[config.mk]
export PLATFORM = sky130hd
export DESIGN_NAME = bstp_tap
export DESIGN_NICKNAME = d
export VERILOG_FILES = /design/src/verilog/bstp_pkg.sv /design/src/verilog/bstp_sync.sv /design/src/verilog/bstp_shreg.sv /design/src/verilog/bstp_tap.sv
export SDC_FILE = /design/constraint.sdc
export NUM_CORES = 1
export LEC_CHECK = 0
export ABC_AREA = 1
export BUFFER_PORTS_ARGS = -buffer_cell sky130_fd_sc_hd__buf_2
export CAP_MARGIN = 20
export CORE_UTILIZATION = 30
export DETAILED_ROUTE_END_ITERATION = 10
export GPL_TIMING_DRIVEN = 0
export PLACE_DENSITY_LB_ADDON = 0.3
export SKIP_CTS_REPAIR_TIMING = 1
export SYNTH_ARGS = -nofsm -noshare
export SYNTH_HDL_FRONTEND = slang
export SYNTH_SLANG_ARGS = --single-unit
[constraint.sdc]
create_clock -name clk_sys_i -period 1.95 [get_ports clk_sys_i]
set_input_delay 0.39 -clock clk_sys_i [delete_from_list [all_inputs] [get_ports clk_sys_i]]
set_output_delay 0.39 -clock clk_sys_i [all_outputs]
set_load 0.01 [all_outputs]
[src/verilog/bstp_pkg.sv]
package bstp_pkg;

	// controller states, one per node of the standard state diagram
	typedef enum logic [3:0] {
		ST_RESET,
		ST_IDLE,
		ST_SEL_DR,
		ST_CAP_DR,
		ST_SHIFT_DR,
		ST_EXIT1_DR,
		ST_PAUSE_DR,
		ST_EXIT2_DR,
		ST_UPD_DR,
		ST_SEL_IR,
		ST_CAP_IR,
		ST_SHIFT_IR,
		ST_EXIT1_IR,
		ST_PAUSE_IR,
		ST_EXIT2_IR,
		ST_UPD_IR
	} bstp_state_t;

	// instruction register width and capture pattern
	localparam int BSTP_IR_W = 3;
	localparam logic [2:0] BSTP_IR_CAPTURE = 3'h1;

	// instruction codes; all zeros is the external test
	localparam logic [2:0] BSTP_INS_EXTEST = 3'h0;
	localparam logic [2:0] BSTP_INS_IDCODE = 3'h1;
	localparam logic [2:0] BSTP_INS_SAMPLE = 3'h4;
	localparam logic [2:0] BSTP_INS_BYPASS = 3'h7;

	// identification register width and default contents
	localparam int BSTP_ID_W = 32;
	// arbitrary neutral value; bit 0 set as the standard demands
	localparam logic [31:0] BSTP_ID_VALUE = 32'h0000_0001;

	// pin synchroniser: tck, tms, tdi; idle level is high
	localparam int BSTP_PIN_W = 3;
	localparam logic [2:0] BSTP_PIN_RST = 3'h7;
	localparam int BSTP_PIN_TCK = 2;
	localparam int BSTP_PIN_TMS = 1;
	localparam int BSTP_PIN_TDI = 0;

	// reset value of the serial output pair
	localparam logic BSTP_TDO_RST = 1'h0;
	localparam logic BSTP_BYP_CAPTURE = 1'h0;

endpackage

[src/verilog/bstp_sync.sv]
`timescale 1ns/1ps

// three-stage pin synchroniser with agreement filter
module bstp_sync #(
	parameter int WIDTH = 3,
	parameter logic [WIDTH-1:0] RST_VAL = '1
) (
	input wire logic clk_sys_i,
	input wire logic rst_i,
	input wire logic ce_i,
	input wire logic [WIDTH-1:0] pin_i,
	output logic [WIDTH-1:0] pin_o
);

	logic [WIDTH-1:0] s1; // first stage, read only by s2
	logic [WIDTH-1:0] s2; // second stage
	logic [WIDTH-1:0] s3; // third stage
	logic [WIDTH-1:0] filt; // accepted level
	logic [WIDTH-1:0] next_filt;

	// a bit changes only once stages two and three agree
	genvar g;
	generate
		for (g = 0; g < WIDTH; g++) begin : g_bit
			assign next_filt[g] = (s2[g] == s3[g]) ? s3[g] : filt[g];
		end
	endgenerate

	// register stages; frozen while clock enable is low
	always_ff @(posedge clk_sys_i) begin
		if (rst_i) begin
			s1 <= RST_VAL;
			s2 <= RST_VAL;
			s3 <= RST_VAL;
			filt <= RST_VAL;
		end else if (ce_i) begin
			s1 <= pin_i;
			s2 <= s1;
			s3 <= s2;
			filt <= next_filt;
		end
	end

	assign pin_o = filt;

endmodule

[src/verilog/bstp_shreg.sv]
`timescale 1ns/1ps

// capture-and-shift register, shifts toward bit 0
module bstp_shreg #(
	parameter int WIDTH = 32,
	parameter logic [WIDTH-1:0] RST_VAL = '0
) (
	input wire logic clk_sys_i,
	input wire logic rst_i,
	input wire logic ce_i,
	input wire logic cap_i,
	input wire logic shift_i,
	input wire logic [WIDTH-1:0] cap_val_i,
	input wire logic sin_i,
	output logic [WIDTH-1:0] q_o
);

	logic [WIDTH-1:0] q; // register contents
	logic [WIDTH-1:0] next_q;

	// capture wins over shift; they never coincide anyway
	generate
		if (WIDTH > 1) begin : g_wide
			// new bit enters at the top
			always_comb begin
				next_q = q;
				if (cap_i) begin
					next_q = cap_val_i;
				end else if (shift_i) begin
					next_q = {sin_i, q[WIDTH-1:1]};
				end
			end
		end else begin : g_one
			// single stage takes the input directly
			always_comb begin
				next_q = q;
				if (cap_i) begin
					next_q = cap_val_i;
				end else if (shift_i) begin
					next_q[0] = sin_i;
				end
			end
		end
	endgenerate

	// register only
	always_ff @(posedge clk_sys_i) begin
		if (rst_i) begin
			q <= RST_VAL;
		end else if (ce_i) begin
			q <= next_q;
		end
	end

	assign q_o = q;

endmodule

[src/verilog/bstp_tap.sv]
`timescale 1ns/1ps

// Behaviour
// RL1: stays reset and idle until test clock toggles
// RL2: inputs on tck rise, outputs on fall
// RL3: tms alone steers the standard state machine
// RL4: undriven tms reads as one
// RL5: undriven tdi shifts in a one
// RL6: scan path chosen by state and instruction
// RL7: tdo enabled in shift states, falling edge
// RL8: five tms-high rising edges reach reset state
// RL9: only power-up and tms reset the controller
// RL10: controller resets itself at power-up
// RL11: unused board leaves pins floating, tdo open
// RL12: 3-bit instruction, preset to identify instruction
// RL13: capture-ir loads 01 into the low bits
// RL14: bypass is one flip-flop, one clock delay
// RL15: 32-bit identity captured, bit 0 first out
// RL16: tdo high-impedance outside the shift states
module bstp_tap
	import bstp_pkg::*;
#(
	parameter logic [BSTP_ID_W-1:0] ID_VALUE = BSTP_ID_VALUE
) (
	input wire logic clk_sys_i,
	input wire logic rst_i,
	input wire logic ce_i,
	input wire logic tck_i,
	input wire logic tms_i,
	input wire logic tms_drv_i,
	input wire logic tdi_i,
	input wire logic tdi_drv_i,
	output logic tdo_o,
	output logic tdo_oe_o,
	output logic tap_reset_o,
	output logic [BSTP_IR_W-1:0] instr_o
);

	// next-state decode of the standard diagram
	function automatic bstp_state_t tap_next(input bstp_state_t s,
		input logic m);
		unique case (s)
			// reset and idle
			ST_RESET: tap_next = m ? ST_RESET : ST_IDLE;
			ST_IDLE: tap_next = m ? ST_SEL_DR : ST_IDLE;
			// data register column
			ST_SEL_DR: tap_next = m ? ST_SEL_IR : ST_CAP_DR;
			ST_CAP_DR: tap_next = m ? ST_EXIT1_DR : ST_SHIFT_DR;
			ST_SHIFT_DR: tap_next = m ? ST_EXIT1_DR : ST_SHIFT_DR;
			ST_EXIT1_DR: tap_next = m ? ST_UPD_DR : ST_PAUSE_DR;
			ST_PAUSE_DR: tap_next = m ? ST_EXIT2_DR : ST_PAUSE_DR;
			ST_EXIT2_DR: tap_next = m ? ST_UPD_DR : ST_SHIFT_DR;
			ST_UPD_DR: tap_next = m ? ST_SEL_DR : ST_IDLE;
			// instruction register column
			ST_SEL_IR: tap_next = m ? ST_RESET : ST_CAP_IR;
			ST_CAP_IR: tap_next = m ? ST_EXIT1_IR : ST_SHIFT_IR;
			ST_SHIFT_IR: tap_next = m ? ST_EXIT1_IR : ST_SHIFT_IR;
			ST_EXIT1_IR: tap_next = m ? ST_UPD_IR : ST_PAUSE_IR;
			ST_PAUSE_IR: tap_next = m ? ST_EXIT2_IR : ST_PAUSE_IR;
			ST_EXIT2_IR: tap_next = m ? ST_UPD_IR : ST_SHIFT_IR;
			ST_UPD_IR: tap_next = m ? ST_SEL_DR : ST_IDLE;
		endcase
	endfunction

	// true when the instruction routes the identity register
	function automatic logic sel_id(input logic [BSTP_IR_W-1:0] ins);
		sel_id = (ins == BSTP_INS_IDCODE);
	endfunction

	// pin conditioning: pull-up merge, synchroniser and the
	// edge pulses of the filtered test clock

	logic [BSTP_PIN_W-1:0] pin_raw; // pins after pull-up merge
	logic [BSTP_PIN_W-1:0] pin_s; // synchronised, filtered pins
	logic tck_s; // synchronised test clock
	logic tms_s; // synchronised mode select
	logic tdi_s; // synchronised serial input
	logic tck_q; // test clock one cycle ago
	logic next_tck_q;
	logic tck_rise; // one-cycle pulse on rising edge
	logic tck_fall; // one-cycle pulse on falling edge

	// a pin nobody drives is pulled high by the pad
	always_comb begin
		// an unused test clock is held high by its pull-up
		pin_raw[BSTP_PIN_TCK] = tck_i;
		pin_raw[BSTP_PIN_TMS] = tms_i | ~tms_drv_i; // see RL4
		pin_raw[BSTP_PIN_TDI] = tdi_i | ~tdi_drv_i; // see RL5
	end

	// four flops per pin, idle high so no false edge at start
	bstp_sync #(
		.WIDTH(BSTP_PIN_W),
		.RST_VAL(BSTP_PIN_RST)
	) u_sync (
		.clk_sys_i(clk_sys_i),
		.rst_i(rst_i),
		.ce_i(ce_i),
		.pin_i(pin_raw),
		.pin_o(pin_s)
	);

	assign tck_s = pin_s[BSTP_PIN_TCK];
	assign tms_s = pin_s[BSTP_PIN_TMS];
	assign tdi_s = pin_s[BSTP_PIN_TDI];

	// edge detection of the filtered test clock
	// a phase shorter than two system cycles may vanish
	always_comb begin
		next_tck_q = tck_s;
		// each pulse lasts exactly one system cycle
		tck_rise = tck_s & ~tck_q;
		tck_fall = ~tck_s & tck_q;
	end

	// clock history register
	always_ff @(posedge clk_sys_i) begin
		if (rst_i) begin
			// idle high like the synchroniser, so no false edge
			tck_q <= BSTP_PIN_RST[BSTP_PIN_TCK];
		end else if (ce_i) begin
			// frozen while clock enable is low
			tck_q <= next_tck_q;
		end
	end

	// controller state machine, clocked by the test-clock rise
	// and steered by the filtered mode select

	bstp_state_t state; // current controller state
	bstp_state_t next_state;

	// moves only on a rising test-clock edge, steered by tms
	always_comb begin
		next_state = state;
		// mode select is taken at the accepted rise only
		if (tck_rise) begin
			next_state = tap_next(state, tms_s); // see RL2 see RL3 see RL8
		end
	end

	// power-up reset is the only other way into reset
	always_ff @(posedge clk_sys_i) begin
		if (rst_i) begin
			state <= ST_RESET; // see RL1 see RL9 see RL10
		end else if (ce_i) begin
			// follow the decoded next state
			state <= next_state;
		end
	end

	// instruction path: shift stage in front, active
	// instruction behind it

	logic [BSTP_IR_W-1:0] ir_q; // instruction shift stage
	logic [BSTP_IR_W-1:0] instr; // active instruction
	logic [BSTP_IR_W-1:0] next_instr;
	logic ir_cap; // capture pulse
	logic ir_shift; // shift pulse

	assign ir_cap = tck_rise & (state == ST_CAP_IR);
	assign ir_shift = tck_rise & (state == ST_SHIFT_IR);

	// shift stage loads 01 in the low bits on capture
	// its reset value is the same capture pattern
	bstp_shreg #(
		.WIDTH(BSTP_IR_W),
		.RST_VAL(BSTP_IR_CAPTURE)
	) u_ir (
		.clk_sys_i(clk_sys_i),
		.rst_i(rst_i),
		.ce_i(ce_i),
		.cap_i(ir_cap), // see RL13
		.shift_i(ir_shift),
		.cap_val_i(BSTP_IR_CAPTURE),
		.sin_i(tdi_s),
		.q_o(ir_q)
	);

	// shifted instruction takes effect in update-ir only
	// the shift stage holds a half-loaded word while shifting,
	// so the active word must never follow it directly
	always_comb begin
		next_instr = instr;
		if (state == ST_RESET) begin
			// reset state presets, one cycle late
			next_instr = BSTP_INS_IDCODE; // see RL12
		end else if (tck_rise && state == ST_UPD_IR) begin
			// update-ir loads the shifted word
			next_instr = ir_q;
		end
	end

	// active instruction register
	always_ff @(posedge clk_sys_i) begin
		if (rst_i) begin
			instr <= BSTP_INS_IDCODE; // see RL12
		end else if (ce_i) begin
			// frozen while clock enable is low
			instr <= next_instr;
		end
	end

	// data registers: identity and bypass, chosen by the
	// active instruction

	logic [BSTP_ID_W-1:0] id_q; // identity shift register
	logic id_cap; // capture pulse for identity
	logic id_shift; // shift pulse for identity
	logic byp; // bypass flip-flop
	logic next_byp;

	// path choice follows state and instruction
	assign id_cap = tck_rise & (state == ST_CAP_DR) & sel_id(instr);
	assign id_shift = tck_rise & (state == ST_SHIFT_DR) & sel_id(instr);

	// identity register, bit 0 leaves first
	// reset and capture values are the same word
	bstp_shreg #(
		.WIDTH(BSTP_ID_W),
		.RST_VAL(ID_VALUE)
	) u_id (
		.clk_sys_i(clk_sys_i),
		.rst_i(rst_i),
		.ce_i(ce_i),
		.cap_i(id_cap), // see RL15
		.shift_i(id_shift), // see RL6
		.cap_val_i(ID_VALUE),
		.sin_i(tdi_s),
		.q_o(id_q)
	);

	// bypass: every other instruction, one bit of delay
	// no boundary cells in this block, so all other codes land here
	always_comb begin
		next_byp = byp;
		if (tck_rise && !sel_id(instr)) begin
			// capture loads a known zero
			if (state == ST_CAP_DR) begin
				next_byp = BSTP_BYP_CAPTURE;
			end else if (state == ST_SHIFT_DR) begin
				// one stage between tdi and tdo
				next_byp = tdi_s; // see RL14 see RL6
			end
		end
	end

	// bypass register
	always_ff @(posedge clk_sys_i) begin
		if (rst_i) begin
			byp <= BSTP_BYP_CAPTURE;
		end else if (ce_i) begin
			// frozen while clock enable is low
			byp <= next_byp;
		end
	end

	// serial output: data and enable, both moved by the
	// accepted fall of the test clock

	logic tdo; // registered serial data
	logic tdo_oe; // registered output enable
	logic next_tdo;
	logic next_tdo_oe;

	// output and enable change on the falling edge only
	always_comb begin
		next_tdo = tdo;
		next_tdo_oe = tdo_oe;
		// both hold their values between falls
		if (tck_fall) begin
			// enabled in the two shift states, released elsewhere
			next_tdo_oe = (state == ST_SHIFT_IR) ||
				(state == ST_SHIFT_DR); // see RL7 see RL16
			if (state == ST_SHIFT_IR) begin
				// instruction stage, low bit first
				next_tdo = ir_q[0];
			end else if (state == ST_SHIFT_DR) begin
				// routed data register, low bit first
				next_tdo = sel_id(instr) ? id_q[0] : byp; // see RL6
			end
		end
	end

	// output register
	always_ff @(posedge clk_sys_i) begin
		if (rst_i) begin
			// released and low
			tdo <= BSTP_TDO_RST;
			tdo_oe <= 1'b0;
		end else if (ce_i) begin
			// one cycle after the accepted fall
			tdo <= next_tdo; // see RL2
			tdo_oe <= next_tdo_oe;
		end
	end

	// tdo keeps its value while released; the pad floats it
	// status for the memory core: hold functional mode in reset
	assign tdo_o = tdo;
	assign tdo_oe_o = tdo_oe;
	assign tap_reset_o = (state == ST_RESET);
	assign instr_o = instr;

endmodule

======== Word level (Yosys, flattened, before mapping) ========
Cells that the tools add are included.
Widths: inputs -> output; s select.
operators by class
  add/sub/neg operators ................... 0
  multiply operators ...................... 0
  divide/modulo/power cells ............... 0
  order comparisons ....................... 0
  equality and inequality tests ........... 19
  shifts and indexed selects .............. 0
  multiplexer cells ....................... 24
  bitwise gates (word level) .............. 14
  reduce and logical (&&, ||, !) cells .... 23
operator list
  operator            count
  $mux 32             2
  $pmux 4 s12         1
  $eq 4x4->1 const B  8
  $mux 3              6
  $eq 4x3->1 const B  4
  $mux 4              4
  $reduce_and 2->1    8
  $reduce_bool 2->1   5
  $and 1x1->1         8
  $eq 4x2->1 const B  2
  $mux 1              8
  $mux 2              3
  $reduce_and 3->1    2
  $eq 4x1->1 const B  1
  $logic_not 4->1     1
  $not 1->1           4
  $reduce_or 2->1     2
  $eq 1x1->1          3
  $eq 3x1->1 const B  1
  $reduce_or 3->1     1
  $logic_and 1x1->1   2
  $or 1x1->1          2
  $logic_not 1->1     1
  $logic_or 1x1->1    1
word-level totals
  bits in registers ....................... 58
  latch bits .............................. 0
  bits in writable memories ............... 0
  memory bits (read-only) ................. 0
  bits of input ports ..................... 8
  output and inout port bits .............. 6
  logic and storage cells ................. 94
  memories kept ........................... 0

======== Longest topological paths before layout ========
  word-level depth ........................ 6
  mapped depth ............................ 10
  gate-level depth less buffers ........... 9

======== Cells and area by module ========
A second synthesis with hierarchy kept.
unflattened totals
  cell total of the unflattened synthesis .. 514
  area total of the unflattened synthesis .. 3158.0 sq um
modules (own cells, without submodules)
  module             instances  cells an instance  area each (sq um)  seq. area each (sq um)
  bstp_shreg (u_id)  1          276                1654.1             640.6
  bstp_tap           1          146                864.6              220.2
  bstp_sync          1          64                 479.2              240.2
  bstp_shreg (u_ir)  1          28                 160.2              60.1

======== Worst setup path after synthesis ========
Ideal clock, no wire load.
  path type ............................... reg2reg
  start ................................... reg state[1]
  end ..................................... reg u_id.q[27], in the netlist u_id.q_o[27]
  setup time .............................. 0.113 ns
  arrival ................................. 1.267 ns
  data required time ...................... 1.837 ns
  setup slack ............................. 0.570 ns
  stages on the path, launching flop included .. 10
  path buffers ............................ 2
  period minus slack after synthesis ...... 1.380 ns
  cell sequence ........................... dfxtp_1 > buf_2 > nand2_1 > inv_2 > nand2_2 > nor3_4 > buf_6 > nor2_1 > o21ai_1 > nor2_1
between the ends
  longest elaborated chain between the ends .. 5
  elaborated cells between the ends (all ways) .. 9
  classes of those cells .................. eq/ne (2); mux (1); bitwise (4); reduce/logical (2)
ends and longest elaborated chain
  item                                                RTL line                          RTL
  from (decl)                                         bstp_tap.sv:130                   bstp_state_t state;
  from (signal assigned)                              bstp_tap.sv:148                   state <= next_state;
  $eq 4x2->1 / $eq 4x3->1 (equally long branches)     bstp_tap.sv:214, bstp_tap.sv:215
  $and 1x1->1, on equally long branches (2 in a row)  bstp_tap.sv:214, bstp_tap.sv:215
  $reduce_bool 2->1 (no source line)                  n/a
  $reduce_and 2->1 (no source line)                   n/a
  to (signal assigned)                                bstp_shreg.sv:51                  q <= next_q;
  to (decl)                                           bstp_shreg.sv:18                  logic [WIDTH-1:0] q;
Several ways; a longest one is shown, not always the timed one.
A chain may end at the register's enable or synchronous reset.

======== Worst setup path in the final report ========
  start ................................... reg state[3]
  end ..................................... out tap_reset_o
between the ends
  longest elaborated chain between the ends .. 1
ends and longest elaborated chain
  item             RTL line         RTL
  $logic_not 4->1  bstp_tap.sv:302  assign tap_reset_o = (state == ST_RESET);
  to (decl)        bstp_tap.sv:35   output logic tap_reset_o,
No other way between the ends.

==> results.tsv <==
metric	value	unit
result of the run	completed	
Worst-path clk slew	70	ps
die height	98.3	um
RSZ-0062 raised after global routing	no	
CP required	1560	ps
# rows	34	
CTS sink cnt	58	
final setup vio count	0	
yosys warns	0	
largest net degree at the start of global routing	11	
# H-tree levels	3	
placed cell count	550	
Final Hold Viols	0	
Die Wd	98.3	um
critical-path maximum fanout	6	
Synth Net Count	438	
Max Slew Vio Count	0	
period utilisation layout	0.925	
r2r setup slk	320	ps
Crit. End Element	output port	
Startpoint Class	flip-flop	
Longest Clk Path Bufs	2	
Skew-Pair Late Insertion Delay	340	ps
P per Cell Area	774	nW/um^2
sequential cell area fraction in the yosys report	0.418	
I/O pins	14	
Peak VDD IR	0.363	mV
Tot GR Track Use	0.137	
f_max	555	MHz
ratio of cells with drive above 1 in the final layout	0.107	
static leakage	1.53	nW
core area	8850	um^2
# diodes	0	
critical path type	flip-flop to output port	
IO Port Bufs	12	
Crit path arrival time	1410	ps
initial antenna violation count	0	
Layout Nets	461	
post-synthesis cell count	430	
routability cong.	0.850	
Area Growth Syn to Fin	14.4	%
first-pass GRT wire length	10.5	mm
Sum Neg Setup Slack	0	ps
Vias	2525	
Min Hold Slack	264	ps
TritonCTS clock tree	yes	
Seq cells post-synth	58	
Clock Tree Root	clkbuf_8	
Avg Inst Size Synth	6.47	um^2
DR WL/cell	10.6	um
worst relative slew slack	0.659	
final non-filler cell total	565	
full die area	9660	um^2
DRT Wirelength	6.00	mm
DRC violations left	0	
initial core utilization	0.314	
Final ANT Viol Nets	0	
Min-Delay Path Class	primary input to flip-flop	
Distinct cells, synth	24	
routed vias/inst	4.47	
min cycle time layout	1800	ps
total CTS buffers	9	
First-pass DRT Iterations	4	
max_cap viols	0	
vias in the first global route	2277	
Syn Std Cell Area	2780	um^2
Layout Skew	13.1	ps
Slew @ Worst Pin	512	ps
gr ovfl total	0	
DRT iter0 DRCs	88	
DP Wirelength	4.12	mm
==> worst max-delay path, cell delays in order (launching register included) <==
cell     delay (ps)
dfxtp_1         360
nor2_2          260
nand2_1         210
inv_1           110
buf_2           130
==> path summary, 6_finish.rpt <==
kind | cells past startpoint | end | start
max | 4 | tap_reset_o | state[3]
min | 3 | u_sync.s1[2] | tck_i
max reg2reg | 8 | u_id.q_o[24] | state[0]
min reg2reg | 2 | byp | byp
==> cell usage after synthesis <==
master,instances,share of area
o21ai_1,20,0.036
nor2_2,4,0.0090
a21boi_0,1,0.0027
o211ai_1,6,0.016
nor2_4,1,0.0041
a31oi_1,1,0.0023
a21oi_1,21,0.038
nor2_1,73,0.099
inv_1,70,0.095
o21ai_0,13,0.023
buf_1,3,0.0041
nand2_2,2,0.0045
nand3_4,1,0.0063
buf_6,4,0.016
nor3_4,1,0.0059
nand3_1,18,0.032
nor3_1,2,0.0036
dfxtp_1,58,0.42
buf_2,5,0.0090
nand3b_1,2,0.0054
inv_2,4,0.0054
nand2_1,113,0.15
clkbuf_1,6,0.0081
o211ai_2,1,0.0045
==> per-layer routing <==
metal	track usage	vias up	wire, um
li1	-	1361	-
met1	0.183	1126	3100
met2	0.211	32	2610
met3	0.0329	6	206
met4	0.0551	0	76
met5	0	-	0
==> cell type report <==
cell class	instances	area, um^2
multi-input cells	280	1240
inverters	74	278
clock buffers	13	169
flip-flops and latches	58	1160
fillers	1000	5670
well taps	108	135
plain buffers	18	104
repair buffers	12	60.1
clock inverters	2	35.0
==> sequential cells by signal (all words and copies together) (netlist names) <==
| name | flops |
|---|---|
| u_id.q_o | 32 |
| state | 4 |
| instr_o | 3 |
| u_ir.q_o | 3 |
| u_sync.pin_o | 3 |
| u_sync.s1 | 3 |
| u_sync.s2 | 3 |
| u_sync.s3 | 3 |
| byp | 1 |
| tck_q | 1 |
| tdo_o | 1 |
| tdo_oe_o | 1 |
==> cells in the final DEF, fill, tap and decap left out, drive strengths merged <==
cell | Yosys | routed
a21oi | 21 | 21
nand3b | 2 | 2
bufinv | 0 | 1
o211ai | 7 | 7
clkbuf | 6 | 19
dfxtp | 58 | 58
buf | 12 | 24
inv | 74 | 74
nand3 | 19 | 19
nor2 | 78 | 78
nand2 | 115 | 115
a31oi | 1 | 1
clkinv | 0 | 1
o21ai | 33 | 33
a21boi | 1 | 1
nor3 | 3 | 3
==> cells by family (layout without fill, tap and decap cells) <==
family,Yosys count,in the layout,share of synthesized area
simple gates,217,217,0.322
compound gates,63,63,0.123
buf+inv,92,119,0.137
flops,58,58,0.418
==> report_power, final <==
part / leakage [nW] / total [W] / internal [W] / switching, W
Combinational: 0.957 / 0.000106 / 0.0000338 / 0.0000721
Clock: 0.106 / 0.00114 / 0.000686 / 0.000458
Sequential: 0.470 / 0.00121 / 0.00120 / 0.0000105
==> stage by stage <==
step                utilization  area (um^2)  setup slack (ps)  power (W)
CTS                       0.359         3180               155    0.00250
finish                    0.359         3180               147    0.00246
global placement          0.336         2980               332    0.00134
global route              0.359         3180              29.2    0.00258
floorplan                     -         2780               570    0.00131
detailed placement        0.336         2980               334    0.00135
Note: power is estimated with default switching activity, not from simulation.
